**config.mk**
```make
export PLATFORM = sky130hd
export DESIGN_NAME = wdc_ctrl
export DESIGN_NICKNAME = d
export VERILOG_FILES = /design/src/pkg/wdc_pkg.sv /design/src/pkg/wdc_cnt_if.sv /design/src/core/wdc_counter.sv /design/src/core/wdc_ctrl.sv
export SDC_FILE = /design/constraint.sdc
export NUM_CORES = 1
export LEC_CHECK = 0
export ABC_AREA = 1
export BUFFER_PORTS_ARGS = -buffer_cell sky130_fd_sc_hd__buf_2
export CAP_MARGIN = 30
export CORE_MARGIN = 2
export CORE_UTILIZATION = 30
export CTS_CLUSTER_DIAMETER = 80
export DETAILED_ROUTE_END_ITERATION = 8
export PLACE_DENSITY_LB_ADDON = 0.1
export SETUP_SLACK_MARGIN = 0.02
export SLEW_MARGIN = 0
export SYNTH_ARGS = -nofsm -noshare
export SYNTH_HDL_FRONTEND = slang
export SYNTH_HIERARCHICAL = 1
export SYNTH_SLANG_ARGS = --single-unit
```
**constraint.sdc**
```tcl
create_clock -name clock_i -period 6.8 [get_ports clock_i]
set_input_delay 1.02 -clock clock_i [delete_from_list [all_inputs] [get_ports clock_i]]
set_output_delay 1.02 -clock clock_i [all_outputs]
set_load 0.02 [all_outputs]
```
**src/pkg/wdc_pkg.sv**
```systemverilog
// constants, types and helpers shared by the watchdog control block
package wdc_pkg;

   // register byte offsets on the bus
   localparam logic [3:0]  WDC_CTRL_OFS      = 4'h0;
   localparam logic [3:0]  WDC_AUX_OFS       = 4'h4;

   // control/status field positions
   localparam int          WDC_FLAG_BIT      = 7;
   localparam int          WDC_IRQEN_BIT     = 6;
   localparam int          WDC_SEL3_BIT      = 5;
   localparam int          WDC_UNLOCK_BIT    = 4;
   localparam int          WDC_RSTEN_BIT     = 3;
   localparam int          WDC_SEL_LO_MSB    = 2;

   // auxiliary register field positions
   localparam int          WDC_GIE_BIT       = 0;
   localparam int          WDC_RESTART_BIT   = 1;
   localparam int          WDC_CAUSE_BIT     = 2;
   localparam int          WDC_FUSE_BIT      = 3;

   // reset values
   localparam logic [3:0]  WDC_SEL_RST       = 4'h0;
   localparam logic        WDC_BIT_RST       = 1'b0;

   // timing
   localparam logic [2:0]  WDC_UNLOCK_CYCLES = 3'h4;
   localparam int          WDC_OSC_FREQ_HZ   = 128000;
   localparam int          WDC_BASE_CYCLES   = 2048;
   localparam logic [3:0]  WDC_SEL_MAX       = 4'h9;
   localparam int          WDC_CNT_W         = 21;

   // vectors presented beside the requests
   localparam logic [15:0] WDC_RESET_VEC     = 16'h0000;
   localparam logic [15:0] WDC_IRQ_VEC       = 16'h0018;
   localparam logic [5:0]  WDC_IRQ_VEC_NO    = 6'h0D;

   typedef enum logic [1:0] {
      WDC_BUS_IDLE = 2'b01,
      WDC_BUS_ACK  = 2'b10
   } wdc_bus_t;

   // time-out length in oscillator cycles; reserved codes act as the longest one
   function automatic logic [WDC_CNT_W-1:0] wdc_limit(input logic [3:0] sel,
                                                     input logic [WDC_CNT_W-1:0] base);
      logic [3:0] s;
      s = (sel > WDC_SEL_MAX) ? WDC_SEL_MAX : sel;
      return base << s;
   endfunction

endpackage

```
**src/pkg/wdc_cnt_if.sv**
```systemverilog
// link between the control logic and the time-out counter
`timescale 1ns/1ns
interface wdc_cnt_if;
   logic       tick;
   logic       restart;
   logic [3:0] sel;
   logic       timeout;
   modport ctl (output tick, output restart, output sel, input timeout);
   modport cnt (input tick, input restart, input sel, output timeout);
endinterface

```
**src/core/wdc_counter.sv**
```systemverilog
// time-out counter on the system clock, advanced by oscillator ticks
`timescale 1ns/1ns
module wdc_counter #(
   parameter int BASE_CYCLES = 2048
) (
   input  wire logic clock_i,
   input  wire logic rst_n_i,
   wdc_cnt_if.cnt    cif
);
   import wdc_pkg::*;

   logic [WDC_CNT_W-1:0] cnt_reg;
   logic [WDC_CNT_W-1:0] cnt_next;
   logic                 to_reg;
   logic                 to_next;
   logic [WDC_CNT_W-1:0] limit;

   always_comb begin
      limit    = wdc_limit(cif.sel, WDC_CNT_W'(BASE_CYCLES));
      cnt_next = cnt_reg;
      to_next  = 1'b0;
      if (cif.restart) begin
         cnt_next = '0;
      end else if (cif.tick) begin
         // only oscillator ticks advance the count, never the system clock
         if (cnt_reg >= limit - WDC_CNT_W'(1)) begin
            cnt_next = '0;
            to_next  = 1'b1;
         end else begin
            cnt_next = cnt_reg + WDC_CNT_W'(1);
         end
      end
   end

   always_ff @(posedge clock_i) begin
      if (!rst_n_i) begin
         cnt_reg <= '0;
         to_reg  <= 1'b0;
      end else begin
         cnt_reg <= cnt_next;
         to_reg  <= to_next;
      end
   end

   assign cif.timeout = to_reg;
endmodule

```
**src/core/wdc_ctrl.sv**
```systemverilog
// watchdog control block: register slave, mode logic and time-out actions
`timescale 1ns/1ns
module wdc_ctrl #(
   parameter int BASE_CYCLES = 2048
) (
   input  wire logic        clock_i,
   input  wire logic        rst_n_i,
   input  wire logic [3:0]  avs_address_i,
   input  wire logic        avs_read_i,
   input  wire logic        avs_write_i,
   input  wire logic [31:0] avs_writedata_i,
   input  wire logic [3:0]  avs_byteenable_i,
   output logic      [31:0] avs_readdata_o,
   output logic             avs_waitrequest_o,
   input  wire logic        osc_tick_i,
   input  wire logic        irq_vector_ack_i,
   input  wire logic        reset_cause_flag_i,
   input  wire logic        always_on_fuse_i,
   output logic             wdt_irq_o,
   output logic      [5:0]  wdt_irq_vector_no_o,
   output logic      [15:0] wdt_irq_vector_o,
   output logic             sys_reset_o,
   output logic      [15:0] sys_reset_vector_o
);
   import wdc_pkg::*;

   ////////////////////////////////////////////////////////////////////////////////
   // bus slave

   wdc_bus_t    bus_reg;
   wdc_bus_t    bus_next;
   logic [31:0] rdata_reg;
   logic [31:0] rdata_next;
   logic        wr_ok;
   logic        wr_ctrl;
   logic        wr_aux;
   logic [7:0]  wd;

   // control state
   logic       flag_reg, flag_next;
   logic       irqen_reg, irqen_next;
   logic       rsten_reg, rsten_next;
   logic [3:0] sel_reg, sel_next;
   logic [2:0] unl_reg, unl_next;
   logic       gie_reg, gie_next;
   logic       rst_pulse_reg, rst_pulse_next;
   logic       restart_reg, restart_next;
   logic       irq_reg, irq_next;
   logic       unlocked;
   logic       irqen_eff;
   logic       rsten_eff;
   logic       timeout;
   logic       ack_ok;

   wdc_cnt_if cif ();

   wdc_counter #(.BASE_CYCLES(BASE_CYCLES)) wdc_counter_inst (
      .clock_i (clock_i),
      .rst_n_i (rst_n_i),
      .cif     (cif)
   );

   assign cif.tick    = osc_tick_i;
   assign cif.restart = restart_reg;
   assign cif.sel     = sel_reg;
   assign timeout     = cif.timeout;

   // a request is taken on the edge where waitrequest is seen low
   assign wr_ok   = avs_write_i && (bus_reg == WDC_BUS_ACK) && avs_byteenable_i[0];
   assign wr_ctrl = wr_ok && (avs_address_i == WDC_CTRL_OFS);
   assign wr_aux  = wr_ok && (avs_address_i == WDC_AUX_OFS);
   assign wd      = avs_writedata_i[7:0];

   assign unlocked  = (unl_reg != 3'h0);
   assign irqen_eff = irqen_reg && !always_on_fuse_i;
   assign rsten_eff = rsten_reg || reset_cause_flag_i || always_on_fuse_i;
   assign ack_ok    = irq_vector_ack_i && irq_reg;

   always_comb begin
      bus_next   = bus_reg;
      rdata_next = rdata_reg;
      unique case (bus_reg)
         WDC_BUS_IDLE: begin
            if (avs_read_i || avs_write_i) begin
               bus_next   = WDC_BUS_ACK;
               rdata_next = 32'h0000_0000;
               if (avs_read_i && avs_address_i == WDC_CTRL_OFS) begin
                  rdata_next[WDC_FLAG_BIT]   = flag_reg;
                  rdata_next[WDC_IRQEN_BIT]  = irqen_eff;
                  rdata_next[WDC_SEL3_BIT]   = sel_reg[3];
                  rdata_next[WDC_UNLOCK_BIT] = unlocked;
                  rdata_next[WDC_RSTEN_BIT]  = rsten_eff;
                  rdata_next[WDC_SEL_LO_MSB:0] = sel_reg[2:0];
               end else if (avs_read_i && avs_address_i == WDC_AUX_OFS) begin
                  rdata_next[WDC_GIE_BIT]   = gie_reg;
                  rdata_next[WDC_CAUSE_BIT] = reset_cause_flag_i;
                  rdata_next[WDC_FUSE_BIT]  = always_on_fuse_i;
               end
            end
         end
         WDC_BUS_ACK: begin
            bus_next = WDC_BUS_IDLE;
         end
      endcase
   end

   always_ff @(posedge clock_i) begin
      if (!rst_n_i) begin
         bus_reg   <= WDC_BUS_IDLE;
         rdata_reg <= 32'h0000_0000;
      end else begin
         bus_reg   <= bus_next;
         rdata_reg <= rdata_next;
      end
   end

   assign avs_readdata_o    = rdata_reg;
   // the idle code's bit is the output itself, so waitrequest leaves a flop with no decode
   assign avs_waitrequest_o = bus_reg[0];

   ////////////////////////////////////////////////////////////////////////////////
   // control register and time-out actions

   always_comb begin
      flag_next      = flag_reg;
      irqen_next     = irqen_reg;
      rsten_next     = rsten_reg;
      sel_next       = sel_reg;
      gie_next       = gie_reg;
      unl_next       = unlocked ? unl_reg - 3'h1 : 3'h0;
      rst_pulse_next = 1'b0;
      restart_next   = 1'b0;
      if (wr_ctrl) begin
         if (wd[WDC_FLAG_BIT]) begin
            flag_next = 1'b0;
         end
         irqen_next = wd[WDC_IRQEN_BIT];
         if (wd[WDC_RSTEN_BIT]) begin
            rsten_next = 1'b1;
         end else if (unlocked) begin
            rsten_next = 1'b0;
         end
         if (unlocked) begin
            sel_next = {wd[WDC_SEL3_BIT], wd[WDC_SEL_LO_MSB:0]};
         end
         if (wd[WDC_UNLOCK_BIT]) begin
            unl_next = WDC_UNLOCK_CYCLES;
         end
      end
      if (wr_aux) begin
         gie_next     = wd[WDC_GIE_BIT];
         restart_next = wd[WDC_RESTART_BIT];
      end
      if (ack_ok) begin
         flag_next = 1'b0;
         if (rsten_eff) begin
            irqen_next = 1'b0;
         end
      end
      // a time-out in the same cycle as a clear keeps the flag set if it would set the flag without the clear
      if (timeout) begin
         if (irqen_eff && !(rsten_eff && flag_reg)) begin
            flag_next = 1'b1;
         end else if (rsten_eff) begin
            rst_pulse_next = 1'b1;
         end
      end
      irq_next = flag_next && irqen_next && !always_on_fuse_i && gie_next;
   end

   always_ff @(posedge clock_i) begin
      if (!rst_n_i) begin
         flag_reg      <= WDC_BIT_RST;
         irqen_reg     <= WDC_BIT_RST;
         rsten_reg     <= WDC_BIT_RST;
         sel_reg       <= WDC_SEL_RST;
         unl_reg       <= 3'h0;
         gie_reg       <= WDC_BIT_RST;
         rst_pulse_reg <= 1'b0;
         restart_reg   <= 1'b0;
         irq_reg       <= 1'b0;
      end else begin
         flag_reg      <= flag_next;
         irqen_reg     <= irqen_next;
         rsten_reg     <= rsten_next;
         sel_reg       <= sel_next;
         unl_reg       <= unl_next;
         gie_reg       <= gie_next;
         rst_pulse_reg <= rst_pulse_next;
         restart_reg   <= restart_next;
         irq_reg       <= irq_next;
      end
   end

   ////////////////////////////////////////////////////////////////////////////////
   // outputs

   logic [15:0] ivec_reg;
   logic [5:0]  ivno_reg;
   logic [15:0] rvec_reg;

   always_ff @(posedge clock_i) begin
      if (!rst_n_i) begin
         ivec_reg <= WDC_IRQ_VEC;
         ivno_reg <= WDC_IRQ_VEC_NO;
         rvec_reg <= WDC_RESET_VEC;
      end else begin
         ivec_reg <= WDC_IRQ_VEC;
         ivno_reg <= WDC_IRQ_VEC_NO;
         rvec_reg <= WDC_RESET_VEC;
      end
   end

   assign wdt_irq_o           = irq_reg;
   assign wdt_irq_vector_o    = ivec_reg;
   assign wdt_irq_vector_no_o = ivno_reg;
   assign sys_reset_o         = rst_pulse_reg;
   assign sys_reset_vector_o  = rvec_reg;
endmodule

```
-- Yosys cells after proc, flatten, opt, wreduce, memory -nomap -nowiden
Index checks and enable logic that the tools add are counted.
- bits in registers: 46
- latch bits: 0
- bits in writable memories: 0
- bits in read-only memories: 0
- input bits: 48
- output and inout bits: 73
- logic and storage cells: 80
- memories: 0
- add/subtract/negate cells: 3
- $mul: 0
- div/mod/pow operators: 0
- order comparisons: 2
- equality and inequality tests: 4
- shift-type cells: 1
- mux-type cells: 26
- bitwise operators: 3
- reductions and logical operators: 28
- operators with widths (operator ; count):
    adder 21 x 1 -> 21 bit, second input constant ; 1
    >= comparator 21 bit ; 1
    2-to-1 mux 21 bit ; 1
    << shifter 12 x 4 -> 21 bit, first input constant ; 1
    subtractor 21 x 1 -> 21 bit, second input constant ; 1
    2-to-1 mux 1 bit ; 16
    logical AND 1 bit ; 13
    2-to-1 mux 3 bit ; 3
    2-to-1 mux 4 bit ; 2
    AND reduction 2 bit ; 4
    2-to-1 mux 2 bit ; 3
    OR reduction 3 bit ; 2
    equality test 4 x 3 -> 1 bit, second input constant ; 1
    greater-than comparator 4 bit, second input constant ; 1
    zero test 4 bit ; 1
    one-hot mux 2 bit (2 select lines) ; 1
    logical OR 1 bit ; 3
    inverter 1 bit ; 3
    nonzero test 3 bit ; 1
    subtractor 3 x 1 -> 3 bit, second input constant ; 1
    equality test 2 x 1 -> 1 bit, second input constant ; 1
    equality test 2 bit, second input constant ; 1
    zero test 1 bit ; 2
    inequality test 2 bit, second input constant ; 1
    other kinds (2) ; 2

-- Longest topological paths before layout
Gate-level depths: netlist of the first run.
- word-level depth: 11
- gate-level depth with buffers: 19
- mapped depth without buffers: 18

-- Modules after synthesis
Netlist of the first run, hierarchy kept.
- modules (own cells, without submodules) (module ; instances ; cells each ; area each (sq um) ; seq. area each (sq um)):
    wdc_ctrl ; 1 ; 213 ; 1637.8 ; 480.5
    wdc_counter ; 1 ; 221 ; 1527.7 ; 440.4

-- Worst setup path after synthesis of the first run
Ideal clock, no wire load.
- path type: flip-flop to flip-flop
- start: register sel_reg[3] (netlist: cif.sel[3])
- end: register wdc_counter_inst.cnt_reg[2]
- library setup time: 0.119 ns
- data arrival time: 2.317 ns
- data required time: 6.681 ns
- slack: 4.364 ns
- cell stages (with the launch flop): 19
- buffers on the path: 1
- clock period less this slack: 2.436 ns
- cells stage by stage: dfxtp_1 -> nor2_1 -> nand2_1 -> nor2_1 -> inv_1 -> ha_1 -> nand3_1 -> xor2_1 -> inv_1 -> ha_1 -> nand2_1 -> nor2_1 -> a21boi_0 -> nor2_1 -> nand2_2 -> nand2_4 -> nand2_8 -> buf_12 -> nor2_2
- cells in the longest elaborated chain, start to end: 6
- ends and longest elaborated chain (element ; line ; source):
    from (decl) ; wdc_ctrl.sv:43 ; logic [3:0] sel_reg, sel_next;
    from (signal assigned) ; wdc_ctrl.sv:186 ; sel_reg <= sel_next;
    greater-than comparator 4 bit ; wdc_pkg.sv:47 ; s = (sel > WDC_SEL_MAX) ? WDC_SEL_MAX : sel;
    2-to-1 mux 4 bit (*) ; wdc_pkg.sv:47 ;
    << shifter 12 x 4 -> 21 bit (*) ; wdc_pkg.sv:48 ; return base << s;
    subtractor 21 x 1 -> 21 bit (*) ; wdc_counter.sv:26 ; if (cnt_reg >= limit - WDC_CNT_W'(1)) begin
    >= comparator 21 bit (*) ; wdc_counter.sv:26 ;
    2-to-1 mux 21 bit (*) ; wdc_counter.sv:26 ;
    to (signal assigned) ; wdc_counter.sv:40 ; cnt_reg <= cnt_next;
    to (decl) ; wdc_counter.sv:12 ; logic [WDC_CNT_W-1:0] cnt_reg;
Mark *: on every way between the ends. The rest lies on a longest branch, timed or not.
A chain may end at the register's enable or synchronous reset.

-- Worst setup path after layout of the first run
- start: register sel_reg[3] (netlist: cif.sel[3])
- end: register wdc_counter_inst.cnt_reg[15]
The elaborated chain is that of the path after synthesis.

==> flow_metrics.py, run 1 <==
metrics = {
    "outcome": {
        "status": "complete, no violations",
    },
    "detailed_routing": {
        "first_pass_iters": 4,
        "ant_nets": 0,
        "vias_per_cell": 3.915,
        "num_vias": 2357,
        "drt_iter0_markers": 72,
        "wl_per_cell_um": 9.894,
        "drc": 0,
        "wl_um": 5956,
    },
    "setup_path": {
        "arrival_ns": 2.92,
        "required_ns": 6.99,
        "crit_path_top_delay_cell": "dfxtp_1",
        "r2r_cells": 17,
        "cp-start-kind": "flip-flop",
        "r2r_setup_slack_ns": 4.07,
        "crit_chain": "nor2_1 -> nand2_1 -> nor2_1 -> inv_1 -> ha_1 -> nand3_1 -> xor2_1 -> inv_1 -> ha_1 -> nand2_1 -> nor2_1 -> a21boi_0 -> nor2_1 -> nand2_2 -> nand2_4 -> nand2_8 -> nor2_1",
        "worst-setup-path-type": "flip-flop to flip-flop",
        "cp-end-kind": "flip-flop",
        "slowest_delay_ns": 0.38,
        "cp_common_cell": "nor2_1",
        "critPathMaxFanout": 19,
        "regToRegStartpoint": "cif.sel[3]$_SDFFE_PN0P_",
        "rr_endpoint": "wdc_counter_inst/cnt_reg[15]$_SDFFE_PP0P_",
    },
    "layout": {
        "drive_above_1_share_pct": 17.17,
        "nFillCells": 1151,
        "syn2layout_area_growth_pct": 4.743,
        "seq_area_sq_um": 920.9,
        "final_net_count": 527,
        "finalNonFillerCells": 602,
        "n_antenna_cell": 0,
        "layout_common_cells": "nand2_1, conb_1, nor2_1",
        "multi_input_area_sq_mm": 0.001768,
        "largest_reg_flops": 21,
        "layout_commonest_cell": "nand2_1",
    },
    "synthesis": {
        "synth_edf_count": 0,
        "synth_seq_cells": 46,
        "yosysSeqAreaShare_pct": 29.09,
        "ys_types": 38,
        "synthCells": 434,
        "ys_warn_count": 6,
        "synth.avg_cell_area_sq_um": 7.294,
        "synthArstFlopShare_pct": 0,
        "ys.flop_type": "dfxtp_1",
        "syn_area_sq_mm": 0.003166,
    },
    "global_route": {
        "antenna_found_initial": 0,
        "grt_overflow": 0,
        "grt_pass1_vias": 2143,
        "grt_pass1_wl_um": 9949,
        "grt_max_degree": 20,
        "track_usage_pct": 10.75,
    },
    "sta": {
        "min_period_ns": 2.727,
        "max_freq_mhz": 366.6,
        "setup_tns_ns": 0,
        "period_share_pct": 40.11,
        "setup_viol": 0,
        "hold_viol": 0,
        "drv_slew": 0,
        "skew_ns": 0.008808,
        "setup_ws_ns": 4.073,
        "rsz0062_at_grt": "no",
    },
    "power_and_ir_drop": {
        "irDropWorstVdd_mv": 0.07033,
        "power_switching_mw": 0.1664,
        "clkPwrFrac_pct": 35.9,
        "p_seq_share_pct": 49.2,
        "p_per_area_mw_per_mm2": 172.3,
        "swShare_pct": 29.13,
        "cellLeakagePower_nw": 1.519,
        "intPower_mw": 0.4048,
        "p_comb_share_pct": 14.9,
    },
    "die": {
        "die_y_um": 106.7,
        "dieArea_sq_mm": 0.01139,
        "num_io_pins": 121,
        "die_w_um": 106.7,
        "num_rows": 37,
        "core_sq_mm": 0.01028,
        "start_util_pct": 30.80,
    },
    "place": {
        "post-place-ws_ns": 4.057,
        "routabilityCongestion": 0.7963,
        "io_buffers": 31,
        "place_inst": 594,
        "post-dp-hpwl_um": 4761,
    },
    "cts": {
        "cts_inserted_buffers": 5,
        "root_buffer": "clkbuf_8",
        "ctsLongestPathBuffers": 2,
        "path_clk_slew_ns": 0.09,
        "postCtsSetupRepairBufs": 0,
        "ctsResizeCount": 0,
        "cts_hold_buf": 0,
        "htree_levels": 2,
        "cts_tree": "yes",
        "clk_latency_ns": 0.30,
        "clkSinkCount": 46,
    },
    "run": {
        "cap_violations": 0,
    },
    "worst_hold_path": {
        "hp-class": "flip-flop to flip-flop",
        "min_to": "unl_reg[0]$_SDFF_PN0_",
        "hp-start": "unl_reg[0]$_SDFF_PN0_",
        "hold_depth": 1,
    },
}
==> worst max path at each step <==
| stage | end | start | slack [ns] | cells after the start |
|---|---|---|---|---|
| finish | wdc_counter_inst/cnt_reg[15]$_SDFFE_PP0P_ | cif.sel[3]$_SDFFE_PN0P_ | 4.07 | 17 |
| global route | wdc_counter_inst/cnt_reg[17]$_SDFFE_PP0P_ | cif.sel[3]$_SDFFE_PN0P_ | 3.71 | 17 |
| CTS | wdc_counter_inst/cnt_reg[15]$_SDFFE_PP0P_ | cif.sel[3]$_SDFFE_PN0P_ | 4.03 | 17 |
| detailed placement | wdc_counter_inst/cnt_reg[18]$_SDFFE_PP0P_ | cif.sel[3]$_SDFFE_PN0P_ | 4.06 | 17 |
| global placement | wdc_counter_inst/cnt_reg[15]$_SDFFE_PP0P_ | cif.sel[3]$_SDFFE_PN0P_ | 4.05 | 17 |
| floorplan | wdc_counter_inst/cnt_reg[2]$_SDFFE_PP0P_ | cif.sel[3]$_SDFFE_PN0P_ | 4.36 | 18 |
==> per-layer routing <==
metal	global-route usage, %	vias to the layer above	share of wire, %	wire [um]
li1	-	1282	-	-
met5	0	-	0	0
met3	2.371	2	4.5	270
met4	2.226	0	0.44	26
met2	17.79	48	46	2725
met1	14.38	1025	49	2933
==> metrics by stage <==
stage	power [mW]	util, %	instance area, sq um	hold WS [ns]
floorplan	0.3841	-	3391	0.4238
global placement	0.3733	31.19	3206	0.4421
detailed placement	0.3731	31.19	3206	0.4454
CTS	0.5805	32.26	3316	0.4589
global route	0.6035	32.26	3316	0.5054
finish	0.5712	32.26	3316	0.4585
==> cell usage after synthesis, types with 2 or more instances <==
| master | n | area share [%] |
|---|---|---|
| o21ai_2 | 2 | 0.55 |
| buf_2 | 2 | 0.32 |
| nor3_1 | 6 | 0.95 |
| nand4_1 | 3 | 0.59 |
| inv_2 | 5 | 0.59 |
| inv_1 | 46 | 5.5 |
| a21oi_1 | 17 | 2.7 |
| o21ai_0 | 9 | 1.4 |
| nand3b_1 | 2 | 0.47 |
| ha_1 | 14 | 5.5 |
| a21oi_2 | 2 | 0.55 |
| xnor2_1 | 6 | 1.7 |
| nand2_4 | 4 | 1.4 |
| nand3_1 | 26 | 4.1 |
| nor2_8 | 2 | 1.3 |
| buf_4 | 62 | 15 |
| conb_1 | 3 | 0.36 |
| nand2_1 | 65 | 7.7 |
| dfxtp_1 | 46 | 29 |
| nor2_1 | 59 | 7.0 |
| xor2_1 | 12 | 3.3 |
| nand2_2 | 8 | 1.6 |
| nor2_2 | 14 | 2.8 |
| o21ai_1 | 5 | 0.79 |
==> cell families after synthesis <==
| logic type | synth area share, % |
|---|---|
| AND/OR/NAND/NOR | 30.32 |
| buffers and inverters | 22.17 |
| flip-flops | 29.09 |
| AO/OA/AOI/OAI | 7.234 |
| XOR/XNOR | 4.980 |
| adder cells (fa/ha/maj) | 5.534 |
| other | 0.3557 |
| multiplexers | 0.3162 |
==> power groups by stage <==
stage          logic [mW]  clock network, mW  registers [mW]
5_1_grt            0.0941              0.227           0.282
6_report           0.0851              0.205           0.281
2_1_floorplan      0.0911                  0           0.293
4_1_cts            0.0857              0.213           0.281
3_3_place_gp       0.0859                  0           0.287
3_5_place_dp       0.0855                  0           0.288
==> critical path, delay by kind of cell (launching register included) <==
kind,cells,cell delay [ns]
AO/OA/AOI/OAI,1,0.21
buffers and inverters,2,0.12
XOR/XNOR,1,0.16
AND/OR/NAND/NOR,11,1.27
flip-flops,1,0.38
adder cells (fa/ha/maj),2,0.47
==> area by class of cell <==
class / count / area share [%]
Clock buffer: 6 / 2.189
Clock inverter: 2 / 1.132
Inverter: 51 / 5.774
Multi-Input combinational cell: 330 / 53.32
Sequential cell: 46 / 27.77
Tap cell: 136 / 5.132
Timing Repair Buffer: 31 / 4.679
Power figures use the tool's default switching activity.
==> run 2: changes to the inputs <==
Clock period 6.8 ns to 2.8 ns, I/O delays scaled along.
==> run 2 against run 1 <==
Net effect: clock-buffer cell count is the same; design area rose by 4.2%; worst hold slack worse by 0.075 ns; total power is 150% higher; largest cell class unchanged; highest routed layer unchanged.
==> flow_metrics.py, run 2 (same netlist as run 1, synthesis figures left out) <==
metrics = {
    "layout": {
        "layout_common_cells": "nand2_1, conb_1, nor2_1",
        "layout_commonest_cell": "nand2_1",
        "n_antenna_cell": 0,
        "drive_above_1_share_pct": 20.17,
        "final_net_count": 537,
        "fin_util_pct": 33.61,
        "syn2layout_area_growth_pct": 9.130,
        "largest_reg_flops": 21,
    },
    "die": {
        "start_util_pct": 30.80,
        "die_w_um": 106.7,
        "dieArea_sq_mm": 0.01139,
        "num_io_pins": 121,
        "core_sq_mm": 0.01028,
        "die_y_um": 106.7,
        "num_rows": 37,
    },
    "power_and_ir_drop": {
        "p_seq_share_pct": 48.8,
        "irDropWorstVdd_mv": 0.1783,
        "swShare_pct": 29.46,
        "power_mw": 1.400,
        "clkPwrFrac_pct": 35.7,
        "p_comb_share_pct": 15.5,
        "intPower_mw": 0.9873,
        "power_switching_mw": 0.4123,
        "cellLeakagePower_nw": 1.571,
        "p_per_area_mw_per_mm2": 405.1,
    },
    "cts": {
        "cts_tree": "yes",
        "htree_levels": 2,
        "cts_inserted_buffers": 5,
        "clk_latency_ns": 0.29,
        "root_buffer": "clkbuf_8",
        "path_clk_slew_ns": 0.09,
        "clkSinkCount": 46,
        "ctsLongestPathBuffers": 2,
    },
    "place": {
        "io_buffers": 31,
        "post-dp-hpwl_um": 4955,
        "routabilityCongestion": 0.8019,
    },
    "global_route": {
        "grt_pass1_vias": 2229,
        "antenna_found_initial": 0,
        "grt_pass1_wl_um": 10470,
        "grt_overflow": 0,
        "grt_max_degree": 20,
        "track_usage_pct": 11.34,
    },
    "detailed_routing": {
        "num_vias": 2414,
        "wl_per_cell_um": 10.50,
        "ant_nets": 0,
        "wl_um": 6426,
        "drt_iter0_markers": 66,
        "vias_per_cell": 3.944,
        "first_pass_iters": 4,
        "drc": 0,
    },
    "sta": {
        "hold_slack_ns": 0.3831,
        "hold_viol": 0,
        "worst_pin_slew_ns": 1.220,
        "setup_viol": 0,
        "drv_slew": 0,
        "min_period_ns": 2.533,
        "period_share_pct": 90.48,
        "max_freq_mhz": 394.7,
        "skew_ns": 0.004040,
        "timing.slew.headroom_pct": 18.38,
    },
    "setup_path": {
        "critPathMaxFanout": 9,
        "rr_endpoint": "wdc_counter_inst/cnt_reg[2]$_SDFFE_PP0P_",
        "setup.worst_path.start": "cif.sel[3]$_SDFFE_PN0P_",
        "cp-start-kind": "flip-flop",
        "crit_path_top_delay_cell": "dfxtp_1",
        "arrival_ns": 2.73,
        "cp-end-kind": "flip-flop",
        "crit_chain": "buf_4 -> inv_1 -> nand3_1 -> ha_1 -> nand3_1 -> xor2_1 -> inv_1 -> ha_1 -> nand2_1 -> nor2_4 -> a21boi_1 -> nor2_2 -> nand2_2 -> nand2_8 -> nand2_8 -> nor2_2",
        "slowest_delay_ns": 0.34,
        "r2r_cells": 16,
        "r2r_setup_slack_ns": 0.27,
        "regToRegStartpoint": "cif.sel[3]$_SDFFE_PN0P_",
        "required_ns": 2.99,
        "worst-setup-path-type": "flip-flop to flip-flop",
        "crit_end": "wdc_counter_inst/cnt_reg[2]$_SDFFE_PP0P_",
    },
    "run": {
        "cap_violations": 0,
    },
    "outcome": {
        "status": "complete, no violations",
    },
    "worst_hold_path": {
        "hp-class": "input port to flip-flop",
    },
}
-- run 2: routing by layer --
metal | global-route usage [%] | part of all wire, %
met5 | 0 | 0
met4 | 2.412 | 0.44
met3 | 2.432 | 3.9
met2 | 18.38 | 46
met1 | 15.51 | 50
-- run 2: power by group through the flow --
stage | registers (mW) | clock network (mW) | logic, mW
3_5_place_dp | 0.698 | 0 | 0.210
6_report | 0.682 | 0.500 | 0.218
4_1_cts | 0.683 | 0.531 | 0.211
5_1_grt | 0.685 | 0.565 | 0.239
3_3_place_gp | 0.698 | 0 | 0.210
2_1_floorplan | 0.712 | 0 | 0.221
-- run 2: repair_timing --
item,CTS,global route
gates resized for setup,0,13
endpoints found under the hold margin,0,0
hold buffers,0,0
buffers inserted,0,2
endpoints found under the setup margin,0,21
-- run 2: stage by stage --
| step | instances | TNS [ns] | area, sq um | worst slack, ns |
|---|---|---|---|---|
| after floorplan | 494 | 0 | 3391 | 0.3641 |
| after global placement | 600 | 0 | 3251 | 0.1473 |
| after detailed placement | 600 | 0 | 3251 | 0.09143 |
| after CTS | 608 | 0 | 3361 | 0.05568 |
| after global routing | 612 | -0.09794 | 3455 | -0.01778 |
| final | 612 | 0 | 3455 | 0.2666 |
-- run 2: area by class of cell --
| cell class | instances | area [sq um] |
|---|---|---|
| clock buffers | 6 | 72.57 |
| flip-flops and latches | 46 | 920.9 |
| inverters | 51 | 191.4 |
| multi-input cells | 332 | 1847 |
| clock inverters | 2 | 37.54 |
| fillers | 1141 | 6823 |
| well taps | 136 | 170.2 |
| repair buffers | 39 | 215.2 |
-- run 2: worst min-delay path by stage --
stage                          start                      to  slack [ns]  cells after the start
2_1_floorplan  unl_reg[0]$_SDFF_PN0_   unl_reg[0]$_SDFF_PN0_        0.42                      1
3_3_place_gp   unl_reg[0]$_SDFF_PN0_   unl_reg[0]$_SDFF_PN0_        0.44                      1
3_5_place_dp   unl_reg[0]$_SDFF_PN0_   unl_reg[0]$_SDFF_PN0_        0.45                      1
4_1_cts           avs_writedata_i[1]  cif.restart$_SDFF_PN0_        0.37                      3
5_1_grt           avs_writedata_i[3]  rsten_reg$_SDFFE_PN0P_        0.38                      3
6_report          avs_writedata_i[1]  cif.restart$_SDFF_PN0_        0.38                      3
-- run 2: critical path, delay by kind of cell, from the launching register on --
kind | cells | cell delay [ns]
and+or+nand+nor | 9 | 0.88
adders and majority gates | 2 | 0.50
DFF | 1 | 0.34
buffers and inverters | 3 | 0.32
AOI/OAI and AO/OA | 1 | 0.21
xor gates and xnor gates | 1 | 0.17
==> run 3: changes to the inputs <==
--- a/config.mk
+++ b/config.mk
@@ -8,5 +8,5 @@
 export ABC_AREA = 1
 export BUFFER_PORTS_ARGS = -buffer_cell sky130_fd_sc_hd__buf_2
-export CAP_MARGIN = 30
+export CAP_MARGIN = 10
 export CORE_MARGIN = 2
 export CORE_UTILIZATION = 30
==> constraint.sdc (replaced) <==
create_clock -name clock_i -period 2.8 [get_ports clock_i]
set_input_delay 0.14 -clock clock_i [delete_from_list [all_inputs] [get_ports clock_i]]
set_output_delay 0.14 -clock clock_i [all_outputs]
set_load 0.02 [all_outputs]
==> run 3 against run 2 <==
Net effect: combinational power shrank 2%; worst setup slack gained 0.021 ns; final cell count shrank 0.65%; routed wire length shrank 3.0%; flip-flop and latch count is the same; non-clock buffer count shrank 2; register-to-register slack gained 0.02 ns; clock skew grew 0.0042 ns; first-iteration DRC count shrank 26%; via count shrank 0.50%; critical path depth is the same; die area is the same; critical endpoint is now wdc_counter_inst/cnt_reg[18]$_SDFFE_PP0P_; largest cell class unchanged; largest power group unchanged.
==> flow_metrics.py, run 3 (same netlist as run 1, synthesis figures left out) <==
metrics = {
    "sta": {
        "setup_viol": 0,
        "period_share_pct": 89.72,
        "drv_slew": 0,
        "timing.slew.headroom_pct": 45.62,
        "setup_tns_ns": 0,
        "max_freq_mhz": 398.1,
        "worst_pin_slew_ns": 0.8127,
        "hold_viol": 0,
        "skew_ns": 0.008253,
        "min_period_ns": 2.512,
        "rsz0062_at_grt": "no",
    },
    "setup_path": {
        "arrival_ns": 2.74,
        "cp-end-kind": "flip-flop",
        "rr_endpoint": "wdc_counter_inst/cnt_reg[18]$_SDFFE_PP0P_",
        "worst-setup-path-type": "flip-flop to flip-flop",
        "r2r_cells": 16,
        "regToRegStartpoint": "cif.sel[3]$_SDFFE_PN0P_",
        "required_ns": 3.03,
        "critPathMaxFanout": 10,
        "r2r_setup_slack_ns": 0.29,
        "cp-start-kind": "flip-flop",
    },
    "detailed_routing": {
        "drt_iter0_markers": 49,
        "ant_nets": 0,
        "drc": 0,
        "num_vias": 2402,
        "wl_per_cell_um": 10.25,
        "first_pass_iters": 4,
        "vias_per_cell": 3.951,
        "wl_um": 6234,
    },
    "layout": {
        "n_antenna_cell": 0,
        "layout_common_cells": "nand2_1, conb_1, nor2_1",
        "drive_above_1_share_pct": 19.92,
        "layout_commonest_cell": "nand2_1",
        "largest_reg_flops": 21,
        "final_net_count": 534,
        "syn2layout_area_growth_pct": 6.561,
    },
    "global_route": {
        "track_usage_pct": 11.18,
        "antenna_found_initial": 0,
        "grt_pass1_vias": 2242,
        "grt_pass1_wl_um": 10360,
        "grt_max_degree": 20,
        "grt_overflow": 0,
    },
    "power_and_ir_drop": {
        "swShare_pct": 30.78,
        "cellLeakagePower_nw": 1.553,
        "p_comb_share_pct": 16.6,
        "clkPwrFrac_pct": 30.1,
        "power_mw": 1.281,
        "power_switching_mw": 0.3942,
        "p_seq_share_pct": 53.3,
        "p_per_area_mw_per_mm2": 379.7,
        "intPower_mw": 0.8865,
        "irDropWorstVdd_mv": 0.1411,
    },
    "die": {
        "die_y_um": 106.7,
        "num_io_pins": 121,
        "dieArea_sq_mm": 0.01139,
        "core_sq_mm": 0.01028,
        "start_util_pct": 30.80,
        "die_w_um": 106.7,
        "num_rows": 37,
    },
    "cts": {
        "cts_tree": "yes",
        "htree_levels": 2,
        "clkSinkCount": 46,
        "path_clk_slew_ns": 0.09,
        "cts_inserted_buffers": 5,
        "cts_hold_buf": 0,
        "root_buffer": "clkbuf_8",
        "clk_latency_ns": 0.29,
        "ctsLongestPathBuffers": 2,
    },
    "place": {
        "routabilityCongestion": 0.7899,
        "io_buffers": 31,
        "post-dp-hpwl_um": 4893,
    },
    "worst_hold_path": {
        "min_to": "cif.restart$_SDFF_PN0_",
        "hp-class": "input port to flip-flop",
        "hp-start": "avs_writedata_i[1]",
        "hold_depth": 3,
    },
    "run": {
        "cap_violations": 0,
    },
    "outcome": {
        "status": "complete, no violations",
    },
}
[run 3: metal layers]
metal / part of all wire [%] / GRT usage, % / vias up
met2: 46 / 18.74 / 55
met4: 0.42 / 1.948 / 0
li1: - / - / 1299
met1: 50 / 15.01 / 1046
met3: 4.0 / 2.310 / 2
met5: 0 / 0 / -
[run 3: stage by stage]
stage	instances	cell area, sq um	util [%]	hold slack [ns]	setup WS [ns]
4_1_cts	606	3322	32.32	0.09569	0.09350
6_report	608	3373	32.82	0.1100	0.2878
3_5_place_dp	599	3243	31.56	0.4199	0.1228
5_1_grt	608	3373	32.82	0.09331	0.01384
3_3_place_gp	599	3243	31.56	0.4134	0.1456
2_1_floorplan	494	3391	-	0.2592	0.3641
[run 3: worst max path at each step]
stage,start,endpoint,slack (ns)
after floorplan,cif.sel[3]$_SDFFE_PN0P_,wdc_counter_inst/cnt_reg[4]$_SDFFE_PP0P_,0.36
after global placement,cif.sel[0]$_SDFFE_PN0P_,wdc_counter_inst/cnt_reg[15]$_SDFFE_PP0P_,0.15
after detailed placement,cif.sel[3]$_SDFFE_PN0P_,wdc_counter_inst/cnt_reg[18]$_SDFFE_PP0P_,0.12
after CTS,cif.sel[3]$_SDFFE_PN0P_,wdc_counter_inst/cnt_reg[18]$_SDFFE_PP0P_,0.09
after global routing,cif.sel[0]$_SDFFE_PN0P_,wdc_counter_inst/cnt_reg[16]$_SDFFE_PP0P_,0.01
final,cif.sel[3]$_SDFFE_PN0P_,wdc_counter_inst/cnt_reg[18]$_SDFFE_PP0P_,0.29
[run 3: power by group through the flow]
stage | Sequential (mW) | Combinational, mW | Clock (mW)
after floorplan | 0.712 | 0.221 | 0
after global placement | 0.698 | 0.209 | 0
after detailed placement | 0.698 | 0.209 | 0
after CTS | 0.683 | 0.210 | 0.412
after global routing | 0.685 | 0.235 | 0.442
final | 0.682 | 0.213 | 0.385
[run 3: area by class of cell]
| class | count | area (sq um) |
|---|---|---|
| fill | 1144 | 6904 |
| tap | 136 | 170.2 |
| sequential | 46 | 920.9 |
| inverter | 51 | 191.4 |
| clock inverter | 2 | 10.01 |
| timing repair buffer | 37 | 200.2 |
| multi-input combinational | 331 | 1812 |
| clock buffer | 5 | 68.82 |
[run 3: repair_timing]
action | 4_1_cts | 5_1_grt
setup endpoints to repair | 0 | 22
gates resized for setup | 0 | 10
setup buffers | 0 | 1
[run 3: worst max-delay path: stages (launching register included)]
cell and delay, ns:
dfxtp_1 0.34, buf_4 0.16, inv_1 0.11, nand3_1 0.10
ha_1 0.23, nand3_1 0.11, xor2_1 0.19, inv_1 0.06
ha_1 0.27, nand2_1 0.11, nor2_4 0.05, a21boi_2 0.15
nor2_2 0.09, nand2_2 0.10, nand2_4 0.14, nand2_8 0.11
nor2_1 0.12
